<file path="config.mk">
export PLATFORM = sky130hd
export DESIGN_NAME = flash_status_reg1
export DESIGN_NICKNAME = d
export VERILOG_FILES = /design/src/rtl/flash_sr1_pkg.sv /design/src/rtl/pin_sync.sv /design/src/rtl/flash_status_reg1.sv
export SDC_FILE = /design/constraint.sdc
export NUM_CORES = 1
export LEC_CHECK = 0
export BUFFER_PORTS_ARGS = -buffer_cell sky130_fd_sc_hd__buf_4
export CORE_ASPECT_RATIO = 1.25
export CORE_MARGIN = 2
export CORE_UTILIZATION = 36
export CTS_BUF_LIST = sky130_fd_sc_hd__clkbuf_8 sky130_fd_sc_hd__clkbuf_16
export DETAILED_ROUTE_END_ITERATION = 10
export SYNTH_ARGS = -nofsm -noshare
export SYNTH_HDL_FRONTEND = slang
export SYNTH_HIERARCHICAL = 1
export SYNTH_SLANG_ARGS = --single-unit
</file>
<file path="constraint.sdc">
create_clock -name i_clock -period 3.1 [get_ports i_clock]
set_input_delay 0.155 -clock i_clock [delete_from_list [all_inputs] [get_ports i_clock]]
set_output_delay 0.155 -clock i_clock [all_outputs]
set_load 0.02 [all_outputs]
</file>
<file path="src/rtl/flash_sr1_pkg.sv">
// Constants for the volatile status register one block
package flash_sr1_pkg;

  // ==========================================================
  // Timing
  localparam int CLK_PERIOD_NS = 4;
  localparam int REG_WRITE_NS  = 200;
  localparam logic [7:0] REG_WRITE_CYC =
    8'((REG_WRITE_NS + CLK_PERIOD_NS - 1) / CLK_PERIOD_NS);

  // ==========================================================
  // Command codes
  localparam logic [7:0] SET_WRITE_ENABLE_CMD    = 8'h06;
  localparam logic [7:0] SET_VOLATILE_ENABLE_CMD = 8'h50;
  localparam logic [7:0] WRITE_DISABLE_CMD       = 8'h04;
  localparam logic [7:0] WRITE_REGS_CMD          = 8'h01;
  localparam logic [7:0] WRITE_ANY_REG_CMD       = 8'h71;
  localparam logic [7:0] READ_STATUS_ONE_CMD     = 8'h05;
  localparam logic [7:0] READ_STATUS_TWO_CMD     = 8'h07;
  localparam logic [7:0] READ_ANY_REG_CMD        = 8'h65;
  localparam logic [7:0] CLEAR_STATUS_CMD        = 8'h30;
  localparam logic [7:0] SUSPEND_CMD             = 8'h75;
  localparam logic [7:0] RESET_ARM_CMD           = 8'h66;
  localparam logic [7:0] RESET_FIRE_CMD          = 8'h99;

  // ==========================================================
  // Register addresses for the any-register commands
  localparam logic [23:0] STATUS_ONE_ADDR = 24'h000010;
  localparam logic [23:0] STATUS_TWO_ADDR = 24'h000011;

  // ==========================================================
  // Field positions
  localparam int LOCK_POS      = 7;
  localparam int GRAN_POS      = 6;
  localparam int ORIGIN_POS    = 5;
  localparam int RANGE_LSB     = 2;
  localparam int RANGE_MSB     = 4;
  localparam int LATCH_POS     = 1;
  localparam int BUSY_POS      = 0;
  localparam int ERASE_ERR_POS = 6;
  localparam int PROG_ERR_POS  = 5;

  // ==========================================================
  // Reset values
  localparam logic [7:0] STATUS_RST = 8'h00;
  localparam logic [3:0] PIN_RST    = 4'h5;

  // ==========================================================
  // Frame states, Gray coded along the path through F_ADDR
  typedef enum logic [1:0] {
    F_IDLE = 2'b00,
    F_CMD  = 2'b01,
    F_ADDR = 2'b11,
    F_DATA = 2'b10
  } frame_t;

endpackage

</file>
<file path="src/rtl/pin_sync.sv">
// Two-stage synchroniser, one stage pair per bit
`timescale 1ns/100ps
`default_nettype none
module pin_sync #(
  parameter int           W       = 1,
  parameter logic [W-1:0] RST_VAL = '0
) (
  // Clock and reset
  input  wire logic         i_clock,
  input  wire logic         i_rst_n,
  // Data
  input  wire logic [W-1:0] i_async,
  output logic      [W-1:0] o_sync
);

  // ==========================================================
  // Per-bit flop pair; the first stage feeds only the second
  genvar g;
  generate
    for (g = 0; g < W; g++)
    begin : g_bit
      logic meta_q;
      logic sync_q;
      always_ff @(posedge i_clock or negedge i_rst_n)
      begin
        if (!i_rst_n)
        begin
          meta_q <= RST_VAL[g];
          sync_q <= RST_VAL[g];
        end
        else
        begin
          meta_q <= i_async[g];
          sync_q <= meta_q;
        end
      end
      assign o_sync[g] = sync_q;
    end
  endgenerate

endmodule
`default_nettype wire

</file>
<file path="src/rtl/flash_status_reg1.sv">
// Volatile status register one with command handling
`timescale 1ns/100ps
`default_nettype none
module flash_status_reg1 (
  // Clock and reset
  input  wire logic       i_clock,
  input  wire logic       i_rst_n,
  // Serial link pins
  input  wire logic       i_sck,
  input  wire logic       i_cs_n,
  input  wire logic       i_si,
  input  wire logic       i_wp_n,
  output logic            o_so,
  output logic            o_so_oe,
  // Non-volatile defaults
  input  wire logic       i_lock_default,
  input  wire logic       i_granularity_default,
  input  wire logic       i_origin_default,
  input  wire logic [2:0] i_range_default,
  input  wire logic       i_latch_factory_default,
  input  wire logic       i_busy_default,
  // Quad mode enables
  input  wire logic       i_quad_command_mode,
  input  wire logic       i_quad_io_mode,
  // Array engine
  input  wire logic       i_array_req,
  input  wire logic       i_array_done,
  input  wire logic       i_erase_fail,
  input  wire logic       i_program_fail,
  output logic            o_array_start,
  output logic            o_suspend,
  output logic            o_soft_reset,
  // Status
  output logic      [7:0] o_status,
  output logic            o_erase_error,
  output logic            o_program_error,
  output logic            o_regs_locked
);

  // ==========================================================
  // Reset release
  logic rst_m_q;
  logic rst_n_q;
  always_ff @(posedge i_clock or negedge i_rst_n)
  begin
    if (!i_rst_n)
    begin
      rst_m_q <= 1'b0;
      rst_n_q <= 1'b0;
    end
    else
    begin
      rst_m_q <= 1'b1;
      rst_n_q <= rst_m_q;
    end
  end

  // ==========================================================
  // Pin sampling and edge finding
  logic [3:0] pins_s;
  logic       sck_p_q;
  logic       cs_p_q;
  pin_sync #(.W(4), .RST_VAL(flash_sr1_pkg::PIN_RST)) u_sync (
    .i_clock (i_clock),
    .i_rst_n (rst_n_q),
    .i_async ({i_sck, i_cs_n, i_si, i_wp_n}),
    .o_sync  (pins_s)
  );
  always_ff @(posedge i_clock or negedge rst_n_q)
  begin
    if (!rst_n_q)
    begin
      sck_p_q <= 1'b0;
      cs_p_q  <= 1'b1;
    end
    else
    begin
      sck_p_q <= pins_s[3];
      cs_p_q  <= pins_s[2];
    end
  end

  // Edge and byte decode
  wire        sck_s     = pins_s[3];
  wire        cs_s      = pins_s[2];
  wire        si_s      = pins_s[1];
  wire        wp_s      = pins_s[0];
  wire        in_frame  = ~cs_s;
  wire        sck_rise  = sck_s & ~sck_p_q & in_frame;
  wire        sck_fall  = ~sck_s & sck_p_q & in_frame;
  wire        frame_beg = ~cs_s & cs_p_q;
  wire        end_w     = cs_s & ~cs_p_q;
  logic [5:0] bit_cnt_q;
  logic [7:0] shift_q;
  wire  [7:0] new_byte  = {shift_q[6:0], si_s};
  wire        byte_done = sck_rise & (bit_cnt_q[2:0] == 3'h7);
  wire  [2:0] byte_idx  = bit_cnt_q[5:3];

  // Bit counter saturates so long reads never wrap
  always_ff @(posedge i_clock or negedge rst_n_q)
  begin
    if (!rst_n_q)
      bit_cnt_q <= 6'h00;
    else if (frame_beg)
      bit_cnt_q <= 6'h00;
    else if (sck_rise && bit_cnt_q != 6'h3F)
      bit_cnt_q <= bit_cnt_q + 6'h01;
  end

  always_ff @(posedge i_clock or negedge rst_n_q)
  begin
    if (!rst_n_q)
      shift_q <= 8'h00;
    else if (sck_rise)
      shift_q <= new_byte;
  end

  // ==========================================================
  // Frame state machine
  flash_sr1_pkg::frame_t st_q;
  flash_sr1_pkg::frame_t st_d;
  wire has_addr = (new_byte == flash_sr1_pkg::READ_ANY_REG_CMD) |
                  (new_byte == flash_sr1_pkg::WRITE_ANY_REG_CMD);
  always_comb
  begin
    st_d = st_q;
    case (st_q)
      flash_sr1_pkg::F_IDLE:
        if (frame_beg)
          st_d = flash_sr1_pkg::F_CMD;
      flash_sr1_pkg::F_CMD:
        if (byte_done)
          st_d = has_addr ? flash_sr1_pkg::F_ADDR
                          : flash_sr1_pkg::F_DATA;
      flash_sr1_pkg::F_ADDR:
        if (byte_done && byte_idx == 3'h3)
          st_d = flash_sr1_pkg::F_DATA;
      flash_sr1_pkg::F_DATA:
        st_d = flash_sr1_pkg::F_DATA;
      default:
        st_d = flash_sr1_pkg::F_IDLE;
    endcase
    if (end_w)
      st_d = flash_sr1_pkg::F_IDLE;
  end

  always_ff @(posedge i_clock or negedge rst_n_q)
  begin
    if (!rst_n_q)
      st_q <= flash_sr1_pkg::F_IDLE;
    else
      st_q <= st_d;
  end

  // Opcode, address and first data byte of the frame
  logic [7:0]  opcode_q;
  logic        op_ok_q;
  logic [23:0] addr_q;
  logic [7:0]  data_q;
  logic        data_ok_q;
  always_ff @(posedge i_clock or negedge rst_n_q)
  begin
    if (!rst_n_q)
    begin
      opcode_q  <= 8'h00;
      op_ok_q   <= 1'b0;
      addr_q    <= 24'h000000;
      data_q    <= 8'h00;
      data_ok_q <= 1'b0;
    end
    else if (frame_beg)
    begin
      op_ok_q   <= 1'b0;
      data_ok_q <= 1'b0;
    end
    else if (byte_done)
    begin
      if (st_q == flash_sr1_pkg::F_CMD)
      begin
        opcode_q <= new_byte;
        op_ok_q  <= 1'b1;
      end
      if (st_q == flash_sr1_pkg::F_ADDR)
        addr_q <= {addr_q[15:0], new_byte};
      if (st_q == flash_sr1_pkg::F_DATA && !data_ok_q)
      begin
        data_q    <= new_byte;
        data_ok_q <= 1'b1;
      end
    end
  end

  // ==========================================================
  // Command decode at frame end
  logic       lock_q, gran_q, origin_q, latch_q, busy_q;
  logic [2:0] range_q;
  logic       locked_q, arm_q, array_q, init_q;
  logic       eerr_q, perr_q;
  logic [7:0] wcnt_q;
  wire op_we   = op_ok_q & (opcode_q == flash_sr1_pkg::SET_WRITE_ENABLE_CMD);
  wire op_wev  = op_ok_q &
                 (opcode_q == flash_sr1_pkg::SET_VOLATILE_ENABLE_CMD);
  wire op_wd   = op_ok_q & (opcode_q == flash_sr1_pkg::WRITE_DISABLE_CMD);
  wire op_wrr  = op_ok_q & (opcode_q == flash_sr1_pkg::WRITE_REGS_CMD);
  wire op_wra  = op_ok_q & (opcode_q == flash_sr1_pkg::WRITE_ANY_REG_CMD);
  wire op_rd1  = op_ok_q & (opcode_q == flash_sr1_pkg::READ_STATUS_ONE_CMD);
  wire op_rd2  = op_ok_q & (opcode_q == flash_sr1_pkg::READ_STATUS_TWO_CMD);
  wire op_rda  = op_ok_q & (opcode_q == flash_sr1_pkg::READ_ANY_REG_CMD);
  wire op_clr  = op_ok_q & (opcode_q == flash_sr1_pkg::CLEAR_STATUS_CMD);
  wire op_sus  = op_ok_q & (opcode_q == flash_sr1_pkg::SUSPEND_CMD);
  wire op_arm  = op_ok_q & (opcode_q == flash_sr1_pkg::RESET_ARM_CMD);
  wire op_rst  = op_ok_q & (opcode_q == flash_sr1_pkg::RESET_FIRE_CMD);
  wire hit1    = addr_q == flash_sr1_pkg::STATUS_ONE_ADDR;
  wire hit2    = addr_q == flash_sr1_pkg::STATUS_TWO_ADDR;
  wire err_any = eerr_q | perr_q;
  // Only the short list gets past a busy device
  wire busy_ok = ~busy_q | op_rd1 | op_rd2 | op_rda | op_sus | op_clr |
                 op_arm | op_rst;
  wire go        = end_w & busy_ok;
  wire set_we_go = go & (op_we | op_wev);
  wire clr_we_go = go & op_wd;
  wire clear_status_cmd_go   = go & op_clr;
  // Writes that only touch this register; other targets ignored
  wire wr_hit    = data_ok_q & (op_wrr | (op_wra & hit1));
  wire wr_go     = go & wr_hit & latch_q & ~busy_q & ~locked_q;
  wire sreset_go = go & op_rst & arm_q;
  wire susp_go   = go & op_sus & array_q;
  wire arr_go    = i_array_req & latch_q & ~busy_q;
  wire fail_now  = i_erase_fail | i_program_fail;
  wire arr_ok    = i_array_done & array_q & ~fail_now & ~err_any;
  wire wr_done   = wcnt_q == 8'h01;
  wire load_w    = ~init_q | sreset_go;
  logic lock_def_q, org_def_q;
  wire lock_chg  = i_lock_default != lock_def_q;
  wire org_chg   = i_origin_default != org_def_q;
  // Quad modes reuse the protect pin as a data line
  wire wp_int    = wp_s | i_quad_command_mode | i_quad_io_mode;

  // Defaults are sampled after release, never under the reset itself
  always_ff @(posedge i_clock or negedge rst_n_q)
  begin
    if (!rst_n_q)
    begin
      init_q     <= 1'b0;
      lock_def_q <= 1'b0;
      org_def_q  <= 1'b0;
      locked_q   <= 1'b0;
      arm_q      <= 1'b0;
    end
    else
    begin
      init_q     <= 1'b1;
      lock_def_q <= i_lock_default;
      org_def_q  <= i_origin_default;
      locked_q   <= lock_q & ~wp_int;
      if (load_w || go)
        arm_q <= ~load_w & op_arm;
    end
  end

  // ==========================================================
  // Protection fields; default tracking wins over a write
  always_ff @(posedge i_clock or negedge rst_n_q)
  begin
    if (!rst_n_q)
    begin
      lock_q   <= 1'b0;
      gran_q   <= 1'b0;
      origin_q <= 1'b0;
      range_q  <= 3'h0;
    end
    else if (load_w)
    begin
      lock_q   <= i_lock_default;
      gran_q   <= i_granularity_default;
      origin_q <= i_origin_default;
      range_q  <= i_range_default;
    end
    else
    begin
      if (wr_go)
      begin
        lock_q   <= data_q[flash_sr1_pkg::LOCK_POS];
        gran_q   <= data_q[flash_sr1_pkg::GRAN_POS];
        origin_q <= data_q[flash_sr1_pkg::ORIGIN_POS];
        range_q  <= data_q[flash_sr1_pkg::RANGE_MSB:flash_sr1_pkg::RANGE_LSB];
      end
      if (lock_chg)
        lock_q <= i_lock_default;
      if (org_chg)
        origin_q <= i_origin_default;
    end
  end

  // ==========================================================
  // Latch, busy, register-write timer, array activity
  // Write data bits 1:0 are dropped; the write itself sets busy until its timer ends
  always_ff @(posedge i_clock or negedge rst_n_q)
  begin
    if (!rst_n_q)
    begin
      latch_q <= 1'b0;
      busy_q  <= 1'b0;
      wcnt_q  <= 8'h00;
      array_q <= 1'b0;
    end
    else if (load_w)
    begin
      latch_q <= i_latch_factory_default;
      busy_q  <= i_busy_default;
      wcnt_q  <= 8'h00;
      array_q <= 1'b0;
    end
    else
    begin
      if (set_we_go)
        latch_q <= 1'b1;
      else if (clr_we_go || clear_status_cmd_go || wr_done || arr_ok)
        latch_q <= 1'b0;
      if (wr_go || arr_go)
        busy_q <= 1'b1;
      else if (wr_done || arr_ok || (clear_status_cmd_go && err_any))
        busy_q <= 1'b0;
      if (wr_go)
        wcnt_q <= flash_sr1_pkg::REG_WRITE_CYC;
      else if (wcnt_q != 8'h00)
        wcnt_q <= wcnt_q - 8'h01;
      if (arr_go)
        array_q <= 1'b1;
      else if (i_array_done || fail_now)
        array_q <= 1'b0;
    end
  end

  // Error flags: a failure in the clearing cycle still lands
  always_ff @(posedge i_clock or negedge rst_n_q)
  begin
    if (!rst_n_q)
    begin
      eerr_q <= 1'b0;
      perr_q <= 1'b0;
    end
    else
    begin
      eerr_q <= (i_erase_fail & array_q) | (eerr_q & ~(clear_status_cmd_go | load_w));
      perr_q <= (i_program_fail & array_q) | (perr_q & ~(clear_status_cmd_go | load_w));
    end
  end

  // ==========================================================
  // Read path: byte loaded on the falling edge opening each byte
  logic [7:0] status_w;
  logic [7:0] two_w;
  logic [7:0] osh_q;
  logic       so_q, oe_q;
  always_comb
  begin
    status_w = flash_sr1_pkg::STATUS_RST;
    status_w[flash_sr1_pkg::LOCK_POS]   = lock_q;
    status_w[flash_sr1_pkg::GRAN_POS]   = gran_q;
    status_w[flash_sr1_pkg::ORIGIN_POS] = origin_q;
    status_w[flash_sr1_pkg::RANGE_MSB:flash_sr1_pkg::RANGE_LSB] = range_q;
    status_w[flash_sr1_pkg::LATCH_POS]  = latch_q;
    status_w[flash_sr1_pkg::BUSY_POS]   = busy_q;
    two_w = flash_sr1_pkg::STATUS_RST;
    two_w[flash_sr1_pkg::ERASE_ERR_POS] = eerr_q;
    two_w[flash_sr1_pkg::PROG_ERR_POS]  = perr_q;
  end
  wire [7:0] rd_sel = (op_rd1 | (op_rda & hit1)) ? status_w :
                      (op_rd2 | (op_rda & hit2)) ? two_w : 8'h00;
  wire       rd_act = (st_q == flash_sr1_pkg::F_DATA) &
                      (op_rd1 | op_rd2 | op_rda);
  wire       ld_w   = sck_fall & rd_act & (bit_cnt_q[2:0] == 3'h0);
  always_ff @(posedge i_clock or negedge rst_n_q)
  begin
    if (!rst_n_q)
    begin
      osh_q <= 8'h00;
      so_q  <= 1'b0;
      oe_q  <= 1'b0;
    end
    else
    begin
      oe_q <= rd_act & in_frame;
      if (ld_w)
      begin
        so_q  <= rd_sel[7];
        osh_q <= {rd_sel[6:0], 1'b0};
      end
      else if (sck_fall && rd_act)
      begin
        so_q  <= osh_q[7];
        osh_q <= {osh_q[6:0], 1'b0};
      end
    end
  end

  // Event pulses to the array engine
  logic start_q, susp_q, srst_q;
  always_ff @(posedge i_clock or negedge rst_n_q)
  begin
    if (!rst_n_q)
    begin
      start_q <= 1'b0;
      susp_q  <= 1'b0;
      srst_q  <= 1'b0;
    end
    else
    begin
      start_q <= arr_go;
      susp_q  <= susp_go;
      srst_q  <= sreset_go;
    end
  end

  // Outputs
  assign o_so            = so_q;
  assign o_so_oe         = oe_q;
  assign o_array_start   = start_q;
  assign o_suspend       = susp_q;
  assign o_soft_reset    = srst_q;
  assign o_status        = status_w;
  assign o_erase_error   = eerr_q;
  assign o_program_error = perr_q;
  assign o_regs_locked   = locked_q;
endmodule
`default_nettype wire

</file>
# Word-level counts from Yosys, hierarchy flattened
# Cells that the tools add are included.
[classes] eq_ne=28 addsub=2 reduce_logical=35 bitwise_logic=85 n_mux=42
[ops] op="8-bit by 7-bit equality test with 1-bit output, second input constant" count=7
[ops] op="1-bit AND" count=50
[ops] op="24-bit by 5-bit equality test with 1-bit output, second input constant" count=2
[ops] op="8-bit two-way mux" count=6
[ops] op="8-bit by 3-bit equality test with 1-bit output, second input constant" count=4
[ops] op="1-bit two-way mux" count=26
[ops] op="1-bit bitwise OR" count=22
[ops] op="3-bit nonzero test" count=6
[ops] op="8-bit by 1-bit equality test with 1-bit output, second input constant" count=2
[ops] op="1-bit NOT" count=13
[ops] op="6-bit two-way mux" count=2
[ops] op="3-bit AND reduction" count=4
[ops] op="2-bit nonzero test" count=6
[ops] op="3-bit inequality test, second input constant" count=3
[ops] op="8-bit by 6-bit equality test with 1-bit output, second input constant" count=1
[ops] op="8-bit equality test, second input constant" count=1
[ops] op="1-bit logical OR" count=8
[ops] op="2-bit two-way mux" count=4
[ops] op="2-bit one-hot mux with 4 select lines" count=1
[ops] op="8-bit nonzero test" count=1
[ops] op="8-bit by 1-bit subtractor with 8-bit output, second input constant" count=1
[ops] op="7-bit two-way mux" count=1
[ops] op="6-bit by 1-bit adder with 6-bit output, second input constant" count=1
[ops] op="3-bit two-way mux" count=2
[ops] op="11 further kinds" count=18
[word_totals] out_inout_bits=16 reg_bits=106 in_bits=20

# Logic depth before layout (Yosys ltp)
# Gate-level depths: netlist of the first run.
[depth] depth_word=17 ltp_mapped=9

# By module
# The synthesis of the first run kept the hierarchy.
[by_module_without_submodules] module="flash_status_reg1" area_each_um2=4603.2 seq_area_each_um2=2378.5 cells_each=387 n_inst=1
[by_module_without_submodules] module="pin_sync" area_each_um2=235.2 seq_area_each_um2=205.2 cells_each=12 n_inst=1

# Worst setup path after synthesis of the first run
# No wires, ideal clock.
[synth_timing] path_kind="reg-to-reg" start="register u_sync.g_bit[2].sync_q" end="register opcode_q[0]" path_stages_with_launch=7 synth_period_minus_slack_ns=2.025 setup_time_ns=0.125 arrival_time_ns=1.901 setup_slack_ns=1.075 n_path_buf=2 cell_sequence="dfstp_2 -> buf_4 -> inv_1 -> ha_1 -> clkbuf_1 -> nor3_2 -> mux2_2"
[synth_between] elab_chain_len=4 elab_cells_between_ends=6 cone_classes="5 x bitwise; 1 x reduce/logical"
[synth_rtl] element="from (decl)" line_no="pin_sync.sv:23" rtl="logic sync_q;"
[synth_rtl] element="from (signal assigned)" line_no="pin_sync.sv:29" rtl="sync_q <= RST_VAL[g];"
[synth_rtl] element="from (signal assigned)" line_no="pin_sync.sv:34" rtl="sync_q <= meta_q;"
[synth_rtl] element="1-bit NOT (*)" line_no="flash_status_reg1.sv:88, flash_status_reg1.sv:91"
[synth_rtl] element="1-bit AND, on equally long branches" line_no="flash_status_reg1.sv:89, flash_status_reg1.sv:91"
[synth_rtl] element="1-bit AND / 1-bit NOT (equally long branches)"
[synth_rtl] element="3-bit AND reduction (no line) (*)"
[synth_rtl] element="to (signal assigned)" line_no="flash_status_reg1.sv:180" rtl="opcode_q <= new_byte;"
[synth_rtl] element="to (decl)" line_no="flash_status_reg1.sv:156" rtl="logic [7:0] opcode_q;"
# Every way passes the cells marked *; elsewhere a longest branch is shown, timed or not.
# A chain may end at the register's enable or synchronous reset.

# Final worst setup path of the first run
[layout_timing] start="register u_sync.g_bit[2].sync_q" end="register origin_q"
[layout_between] elab_chain_len=7 elab_cells_between_ends=11 cone_classes="1 x mux; 9 x bitwise; 1 x reduce/logical"
[layout_rtl] element="1-bit AND (*)" line_no="flash_status_reg1.sv:92" rtl="wire end_w = cs_s & ~cs_p_q;"
[layout_rtl] element="1-bit AND (*)" line_no="flash_status_reg1.sv:219" rtl="wire go = end_w & busy_ok;"
[layout_rtl] element="1-bit AND (4 in a row)" line_no="flash_status_reg1.sv:225" rtl="wire wr_go = go & wr_hit & latch_q & ~busy_q & ~locked_q;"
[layout_rtl] element="3-bit nonzero test (no line)"
[layout_rtl] element="to (signal assigned)" line_no="flash_status_reg1.sv:276" rtl="origin_q <= i_origin_default;"
[layout_rtl] element="to (signal assigned)" line_no="flash_status_reg1.sv:285" rtl="origin_q <= data_q[flash_sr1_pkg::ORIGIN_POS];"
[layout_rtl] element="to (signal assigned)" line_no="flash_status_reg1.sv:291" rtl="origin_q <= i_origin_default;"
[layout_rtl] element="to (decl)" line_no="flash_status_reg1.sv:195" rtl="logic lock_q, gran_q, origin_q, latch_q, busy_q;"
# Marked as above.

==> results of run 1 <==
## power breakdown
group          leakage, nW  switching [mW]  internal, mW  total, mW
registers             1.33           0.116          1.41       1.53
logic                 1.13           0.110         0.122      0.233
clock network        0.149           0.472         0.661       1.13
## synth_stat cells, types with 7 or more instances
cell type / number
nor2_1: 29
mux2_4: 20
a21oi_1: 13
o21ai_0: 9
nor4_1: 10
nor3_1: 7
inv_1: 22
buf_4: 12
nand2_1: 28
mux2_2: 25
ha_1: 7
dfrtp_1: 98
## area by class of cell
type | instances | area share, %
clock buffer | 11 | 4.53
clock inverter | 4 | 0.829
inverter | 22 | 1.48
multi-input combinational | 254 | 36.1
sequential | 103 | 46.3
tap | 171 | 3.83
timing repair buffer | 47 | 6.94
## per-layer routing
metal  share of wire (%)  global-route usage (%)
met1                  44                    17.8
met5                   0                       0
met4                 2.0                    6.70
met3                 2.5                    2.30
met2                  52                    24.1
## worst max path at each step
| stage | startpoint | to | slack [ns] | cells past startpoint |
|---|---|---|---|---|
| 4_1_cts | u_sync/g_bit[2].sync_q | origin_q | 0.65 | 7 |
| 5_1_grt | u_sync/g_bit[2].sync_q | origin_q | 0.46 | 7 |
| 2_1_floorplan | rst_n_q | addr_q[0] | 0.03 | 0 |
| 3_5_place_dp | u_sync/g_bit[2].sync_q | origin_q | 0.66 | 7 |
| 3_3_place_gp | u_sync/g_bit[2].sync_q | origin_q | 0.69 | 7 |
| 6_report | u_sync/g_bit[2].sync_q | origin_q | 0.65 | 7 |
## what timing repair did
item / CTS / global route
setup endpoints to repair: 0 / 0
hold buffers: 9 / 0
setup buffers: 0 / 0
endpoints found under the hold margin: 9 / 0
## tightest hold or removal path, cell delays in order
cell     delay, ns
buf_4         0.08
nand2_1       0.03
o21ai_0       0.06
## registers in the layout (all words and copies together), names as in the netlist, 2 cells and up
register / count
u_sync/g_bit.meta_q: 4
range_q: 3
opcode_q: 8
bit_cnt_q: 6
wcnt_q: 8
shift_q: 7
addr_q: 24
u_sync/g_bit.sync_q: 4
osh_q: 7
data_q: 6
st_q: 2
## per-stage QoR
step                      setup WS (ns)  total power [mW]  hold slack, ns
after floorplan                  0.0271              1.67          -0.141
after global placement            0.694              1.78         -0.0612
after detailed placement          0.662              1.78         -0.0600
after CTS                         0.653              2.93          0.0106
after global routing              0.462              3.01          0.0331
final                             0.653              2.89          0.0121
## kinds of logic after synthesis
kind of cell               synth area share, %
AOI/OAI and AO/OA                         7.91
xor gates and xnor gates                  1.81
adders and majority gates                 1.81
buffers and inverters                     5.04
DFF                                       53.4
muxes                                     14.0
other                                   0.0775
and+or+nand+nor                           16.0
==> flow_metrics.py, run 1 <==
metrics = {
    "synth": {
        "ys_warn_count": 6,
        "ys_seq_area_share_pct": 53.4,
        "avgSynthCellArea_sq_um": 12.1,
        "yosys.area.top_type": "dfrtp_1",
        "synth_top_cell_area_share_pct": 50.7,
        "ys_types": 64,
        "async_flop_share_pct": 100,
        "synth_edf_count": 0,
        "synthCells": 399,
        "synth-seq-cells": 103,
        "synth_flop_cell": "dfrtp_1",
        "syn_area_sq_um": 4840,
        "synth.area.top_cells": "dfrtp_1 51%, mux2_4 6.2%, mux2_2 5.8%",
    },
    "cells_and_area": {
        "layout_commonest_cell": "dfrtp_1",
        "final-instance-count-excl-fill": 612,
        "num-fill-cells": 1275,
        "mostFrequentLayoutCells": "97 x dfrtp_1, 37 x buf_4, 29 x nor2_1, 28 x nand2_1, 25 x mux2_2",
        "final_cell_area_sq_um": 5590,
        "syn_to_final_growth_pct": 15.4,
        "nets": 464,
        "n_antenna_cell": 0,
        "drive_above_1_share_pct": 28.1,
        "regArea_sq_um": 2590,
        "utilization_pct": 42.4,
        "multi_input_area_sq_um": 2010,
    },
    "flow_run": {
        "maxCapViolCount": 0,
    },
    "critical_path": {
        "required_ns": 3.33,
        "setup.worst_path.class": "register to register",
        "worstReg2RegEnd": "origin_q",
        "path_buf_inv": 0,
        "critPathMaxFanout": 16,
        "r2r_cells": 7,
        "critPathArrivalTime_ns": 2.68,
        "crit_slowest_cell": "dfstp_2",
        "crit_path_start_kind": "register",
        "path_cells": "ha_1, and4bb_1, nand4_1, nand2_1, nor3b_1, o21ai_0, nand3b_1",
        "max_stage_delay_ns": 0.60,
        "endpoint_kind": "register",
        "r2r-start": "u_sync/g_bit[2].sync_q",
        "crit_family": "simple AND/OR/NAND/NOR gates",
        "regToRegSetupSlack_ns": 0.65,
    },
    "power": {
        "irDropWorstVdd_v": 0.000217,
        "p_leak_nw": 2.61,
        "powerDensity_nw_per_um2": 518,
    },
    "sta": {
        "min_period_over_period_pct": 78.9,
        "period_needed_ns": 2.45,
        "worst_pin_slew_ns": 0.766,
        "tns_ns": 0,
        "setup_violations": 0,
        "max_slew_margin_pct": 48.9,
        "final-hold-violation-count": 0,
        "slew_violations": 0,
        "clock_skew_ns": 0.00466,
        "rsz0062_at_grt": "false",
        "max_freq_mhz": 409,
    },
    "drt": {
        "wire_per_inst_microns": 15.8,
        "route.detailed.drc": 0,
        "vias_per_cell": 5.09,
        "firstDrtPassIters": 4,
        "vias": 3113,
        "drt_wl_total_microns": 9660,
        "ant_nets": 0,
        "drt_first_iter_violations": 180,
    },
    "floorplanning": {
        "dieArea_sq_um": 14400,
        "die_x_microns": 108,
        "num_rows": 47,
        "start_util_pct": 36.7,
        "core-area_sq_um": 13200,
        "dieHeight_microns": 134,
        "ios": 36,
    },
    "clock_tree": {
        "clockBufferDepth": 2,
        "cts_num_sinks": 103,
        "htreeDepth": 3,
        "clockRootBuffer": "clkbuf_16",
        "numCtsBuffers": 9,
        "insertion_delay_ns": 0.35,
        "path_clk_slew_ns": 0.06,
        "post_cts_resized": 0,
        "cts_tree": "built",
    },
    "place": {
        "port_buffers": 35,
        "gp_congestion": 0.868,
        "dpl.hpwl_microns": 6810,
        "placed_area_sq_um": 5200,
        "place_inst": 588,
    },
    "global_routing": {
        "antenna_found_initial": 0,
        "grt_pass1_wl_microns": 16000,
        "grt_max_degree": 52,
        "grt.overflow.total": 0,
        "grtUsageTotal_pct": 14.3,
        "first_global_vias": 3193,
    },
    "worst_hold_path": {
        "hold_class": "input pin to register",
        "whs_endpoint": "range_q[0]",
        "holdPathStages": 3,
        "min_from": "i_range_default[0]",
    },
    "run_status": {
        "run_status": "complete, no violations",
    },
}
Power figures use the tool's default switching activity.
==> inputs of run 2 (changes only) <==
- clock period: 3.1 -> 2.05 ns (I/O delays scaled with it)
==> run 2 against run 1 <==
Against the previous run: non-clock buffer count rose by 31; core utilization is 2.5 points higher; sequential cell count stayed put; critical endpoint is now addr_q[21]; largest cell class unchanged.
==> flow_metrics.py, run 2 (same netlist as run 1, synthesis figures left out) <==
metrics = {
    "critical_path": {
        "endpoint_kind": "register",
        "critPathArrivalTime_ns": 2.21,
        "r2r_cells": 5,
        "crit_path_start_kind": "register",
        "required_ns": 2.28,
        "setup.worst_path.class": "register to register",
        "critPathMaxFanout": 24,
    },
    "cells_and_area": {
        "final-instance-count-excl-fill": 644,
        "syn_to_final_growth_pct": 22.2,
        "regArea_sq_um": 2590,
        "largest_register_ffs": 24,
        "mostFrequentLayoutCells": "97 x dfrtp_1, 61 x buf_4, 29 x nor2_1, 27 x inv_1, 27 x nand2_1",
        "drive_above_1_share_pct": 33.2,
        "layout_commonest_cell": "dfrtp_1",
        "multi_input_area_sq_um": 2070,
        "num-fill-cells": 1241,
        "n_antenna_cell": 0,
        "final_cell_area_sq_um": 5910,
        "nets": 495,
        "utilization_pct": 44.9,
        "top_regs": "addr_q: 24 flops, opcode_q: 8 flops, wcnt_q: 8 flops",
        "largest_register": "addr_q",
    },
    "place": {
        "place_inst": 611,
        "post-place-ws_ns": -0.0818,
        "gp_congestion": 0.923,
        "dpl.hpwl_microns": 7310,
        "port_buffers": 35,
        "placed_area_sq_um": 5410,
    },
    "floorplanning": {
        "ios": 36,
        "die_x_microns": 108,
        "start_util_pct": 36.7,
        "dieArea_sq_um": 14400,
        "num_rows": 47,
        "core-area_sq_um": 13200,
        "dieHeight_microns": 134,
    },
    "worst_hold_path": {
        "holdPathStages": 2,
        "hold_class": "input pin to register",
    },
    "global_routing": {
        "grt_util_met3_pct": 2.94,
        "grt_max_degree": 47,
        "grt_util_met1_pct": 18.3,
        "antenna_found_initial": 0,
        "grt.busiest_layer": "met2",
        "grtUsageTotal_pct": 14.7,
        "first_global_vias": 3353,
        "grt.overflow.total": 0,
        "met2_usage_pct": 25.2,
        "grt_pass1_wl_microns": 16700,
    },
    "power": {
        "irDropWorstVdd_v": 0.000358,
        "p_leak_nw": 2.81,
        "total_power_mw": 4.34,
        "powerDensity_nw_per_um2": 735,
    },
    "flow_run": {
        "maxCapViolCount": 0,
    },
    "clock_tree": {
        "clockRootBuffer": "clkbuf_16",
        "path_clk_slew_ns": 0.06,
        "insertion_delay_ns": 0.34,
        "cts_tree": "built",
        "htreeDepth": 3,
        "cts_num_sinks": 103,
        "clockBufferDepth": 2,
        "numCtsBuffers": 9,
    },
    "drt": {
        "vias": 3264,
        "drt_first_iter_violations": 156,
        "ant_nets": 0,
        "firstDrtPassIters": 4,
        "wire_per_inst_microns": 15.6,
        "vias_per_cell": 5.07,
        "route.detailed.drc": 0,
        "drt_wl_total_microns": 10100,
    },
    "run_status": {
        "run_status": "complete, no violations",
    },
    "sta": {
        "hold-worst-slack_ns": 0.0150,
        "setup_violations": 0,
        "tns_ns": 0,
        "clock_skew_ns": 0.00578,
        "fin_ws_ns": 0.0636,
        "final-hold-violation-count": 0,
        "slew_violations": 0,
        "min_period_over_period_pct": 96.9,
        "period_needed_ns": 1.99,
        "max_freq_mhz": 503,
    },
}
[run 2: power breakdown]
group | switching [mW] | internal, mW
logic | 0.182 | 0.203
registers | 0.177 | 2.13
clock network | 0.690 | 0.958
total | 1.05 | 3.29
[run 2: timing repair]
item / in CTS / in global routing
endpoints found under the hold margin: 13 / 0
gates resized for setup: 0 / 12
endpoints found under the setup margin: 11 / 32
pin swaps: 1 / 6
hold buffers: 13 / 0
setup buffers: 1 / 3
[run 2: worst max-delay path, stage by stage, from the launching register on]
cell     delay (ns)
dfstp_2        0.60
inv_1          0.06
ha_1           0.26
or3_1          0.44
buf_12         0.20
mux2_4         0.31
[run 2: final timing paths]
| check | start | endpoint | slack [ns] |
|---|---|---|---|
| worst max-delay path | u_sync/g_bit[2].sync_q | addr_q[21] | 0.06 |
| worst min-delay path | i_erase_fail | o_erase_error | 0.01 |
| worst max register to register | u_sync/g_bit[2].sync_q | addr_q[21] | 0.06 |
| worst min register to register | rst_n_q | shift_q[5] | 0.20 |
| max in group asynchronous | rst_n_q | u_sync/g_bit[2].meta_q | 1.19 |
| min in group asynchronous | i_rst_n | rst_n_q | 0.07 |
[run 2: final cells by class]
| type | count | share of cell area, % |
|---|---|---|
| flip-flops and latches | 103 | 43.8 |
| inverters | 22 | 1.40 |
| clock buffers | 10 | 4.04 |
| multi-input cells | 254 | 35.0 |
| well taps | 171 | 3.62 |
| clock inverters | 6 | 0.825 |
| repair buffers | 78 | 11.3 |
[run 2: routing by layer]
metal  vias to the layer above  wire length (microns)
li1                       1546                      -
met1                      1652                   4370
met2                        51                   5200
met3                        15                    267
met4                         0                    215
met5                         -                      0
==> inputs of run 3 (changes only) <==
- CORE_UTILIZATION: 36 -> 54
- PLACE_DENSITY: not set -> 0.76
- clock period: 2.05 -> 1.8 ns (I/O delays scaled with it)
==> run 3 against run 2 <==
Against the previous run: the flow now finishes with violations (setup timing); critical path depth rose by 1; register-to-register slack got worse by 0.24 ns; global-route usage rose by 10 points; worst hold slack improved by 0.0045 ns; highest routed layer unchanged; cell count rose by 2.3%; setup slack got worse by 0.24 ns; power rose by 4.1%; maximum frequency rose by 0.74%; critical endpoint is now addr_q[10].
==> flow_metrics.py, run 3 (same netlist as run 1, synthesis figures left out) <==
metrics = {
    "sta": {
        "fin_ws_ns": -0.172,
        "setup_violations": 62,
        "final-hold-violation-count": 0,
        "rsz0062_at_grt": "true",
        "clock_skew_ns": 0.00613,
        "max_freq_mhz": 507,
        "period_needed_ns": 1.97,
        "min_period_over_period_pct": 110,
        "tns_ns": -6.37,
        "hold-worst-slack_ns": 0.0195,
        "slew_violations": 0,
    },
    "power": {
        "intPower_mw": 3.32,
        "powerDensity_nw_per_um2": 682,
        "swShare_pct": 26.6,
        "switchingPower_mw": 1.20,
        "power_frac_seq_pct": 58.3,
        "irDropWorstVdd_v": 0.000543,
        "clockPowerShare_pct": 29.6,
        "pwr-share-comb_pct": 12.1,
        "p_leak_nw": 3.20,
    },
    "place": {
        "place_inst": 600,
        "gp_congestion": 0.931,
        "dpl.hpwl_microns": 7500,
        "port_buffers": 35,
        "post-place-ws_ns": -0.356,
    },
    "clock_tree": {
        "numCtsBuffers": 9,
        "insertion_delay_ns": 0.37,
        "htreeDepth": 3,
        "cts_tree": "built",
        "clockBufferDepth": 2,
        "cts_num_sinks": 103,
        "clockRootBuffer": "clkbuf_8",
        "path_clk_slew_ns": 0.09,
    },
    "global_routing": {
        "antenna_found_initial": 0,
        "grt_max_degree": 44,
        "grt.overflow.total": 0,
        "first_global_vias": 3857,
        "grtUsageTotal_pct": 25.0,
        "grt_pass1_wl_microns": 18500,
    },
    "cells_and_area": {
        "syn_to_final_growth_pct": 37.0,
        "layout_commonest_cell": "buf_4",
        "top_regs": "addr_q: 24 flops, opcode_q: 8 flops, wcnt_q: 8 flops",
        "nets": 561,
        "n_antenna_cell": 0,
        "largest_register": "addr_q",
        "drive_above_1_share_pct": 46.4,
        "mostFrequentLayoutCells": "103 x buf_4, 96 x dfrtp_1, 29 x mux2_4, 26 x nand2_1, 24 x inv_1",
        "largest_register_ffs": 24,
        "utilization_pct": 76.2,
        "final-instance-count-excl-fill": 659,
    },
    "critical_path": {
        "regToRegSetupSlack_ns": -0.17,
        "setup.worst_path.class": "register to register",
        "critPathArrivalTime_ns": 2.23,
        "r2r_cells": 6,
        "endpoint_kind": "register",
        "required_ns": 2.06,
        "critPathMaxFanout": 6,
        "crit_path_start_kind": "register",
    },
    "worst_hold_path": {
        "hold_class": "input pin to asynchronous set/reset pin",
    },
    "drt": {
        "route.detailed.drc": 0,
        "firstDrtPassIters": 4,
        "vias": 3648,
        "wire_per_inst_microns": 18.1,
        "vias_per_cell": 5.54,
        "drt_first_iter_violations": 175,
        "ant_nets": 0,
        "drt_wl_total_microns": 11900,
    },
    "floorplanning": {
        "ios": 36,
        "die_x_microns": 88.7,
        "start_util_pct": 55.6,
        "core-area_sq_um": 8700,
        "dieArea_sq_um": 9740,
        "num_rows": 38,
        "dieHeight_microns": 110,
    },
    "flow_run": {
        "maxCapViolCount": 0,
    },
    "run_status": {
        "run_status": "finished with violations",
        "violations": "setup timing",
    },
}
## run 3: worst paths after layout
path / start / end
max: u_sync/g_bit[2].sync_q / addr_q[10]
max in group asynchronous: rst_n_q / opcode_q[5]
min in group i_clock: i_array_req / o_array_start
min reg2reg: rst_n_q / shift_q[0]
max reg2reg: u_sync/g_bit[2].sync_q / addr_q[10]
min: i_rst_n / rst_n_q
## run 3: cell type report
class,instances,area [sq um]
Tap cell,120,150
Sequential cell,103,2590
Timing Repair Buffer,144,1320
Inverter,22,85.1
Clock buffer,12,165
Fill cell,531,2070
Clock inverter,4,15.0
Multi-Input combinational cell,254,2310
## run 3: repair_timing
action                                  CTS  global route
setup buffers                            15            10
hold endpoints to repair                 18             0
endpoints found under the setup margin   65            69
gates cloned                              3             1
gates resized for setup                  54            30
hold buffers                             18             0
pin swaps                                17            19
## run 3: power by group through the flow
| stage | combinational (mW) | sequential (mW) | clock, mW |
|---|---|---|---|
| after global routing | 0.601 | 2.64 | 1.44 |
| final | 0.546 | 2.64 | 1.34 |
| after detailed placement | 0.445 | 2.68 | 0 |
| after CTS | 0.522 | 2.63 | 1.35 |
| after global placement | 0.430 | 2.67 | 0 |
| after floorplan | 0.270 | 2.61 | 0 |
## run 3: stage by stage
| stage | cell area [sq um] | power [mW] |
|---|---|---|
| final | 6630 | 4.52 |
| after global routing | 6630 | 4.69 |
| after CTS | 6440 | 4.50 |
| after detailed placement | 5690 | 3.12 |
| after global placement | 5690 | 3.10 |
| after floorplan | 4900 | 2.88 |
## run 3: per-layer routing
layer	vias up	track usage, %	wire [microns]
met1	1806	30.3	4820
met2	120	43.4	6190
met4	0	10.8	438
met3	38	4.43	467
li1	1684	-	-
met5	-	0	0
## run 3: worst max-delay path, stage by stage (launching register included)
cell	delay, ns
dfstp_2	0.58
buf_6	0.11
inv_4	0.03
ha_4	0.16
or3_4	0.48
clkbuf_16	0.20
mux2_4	0.29
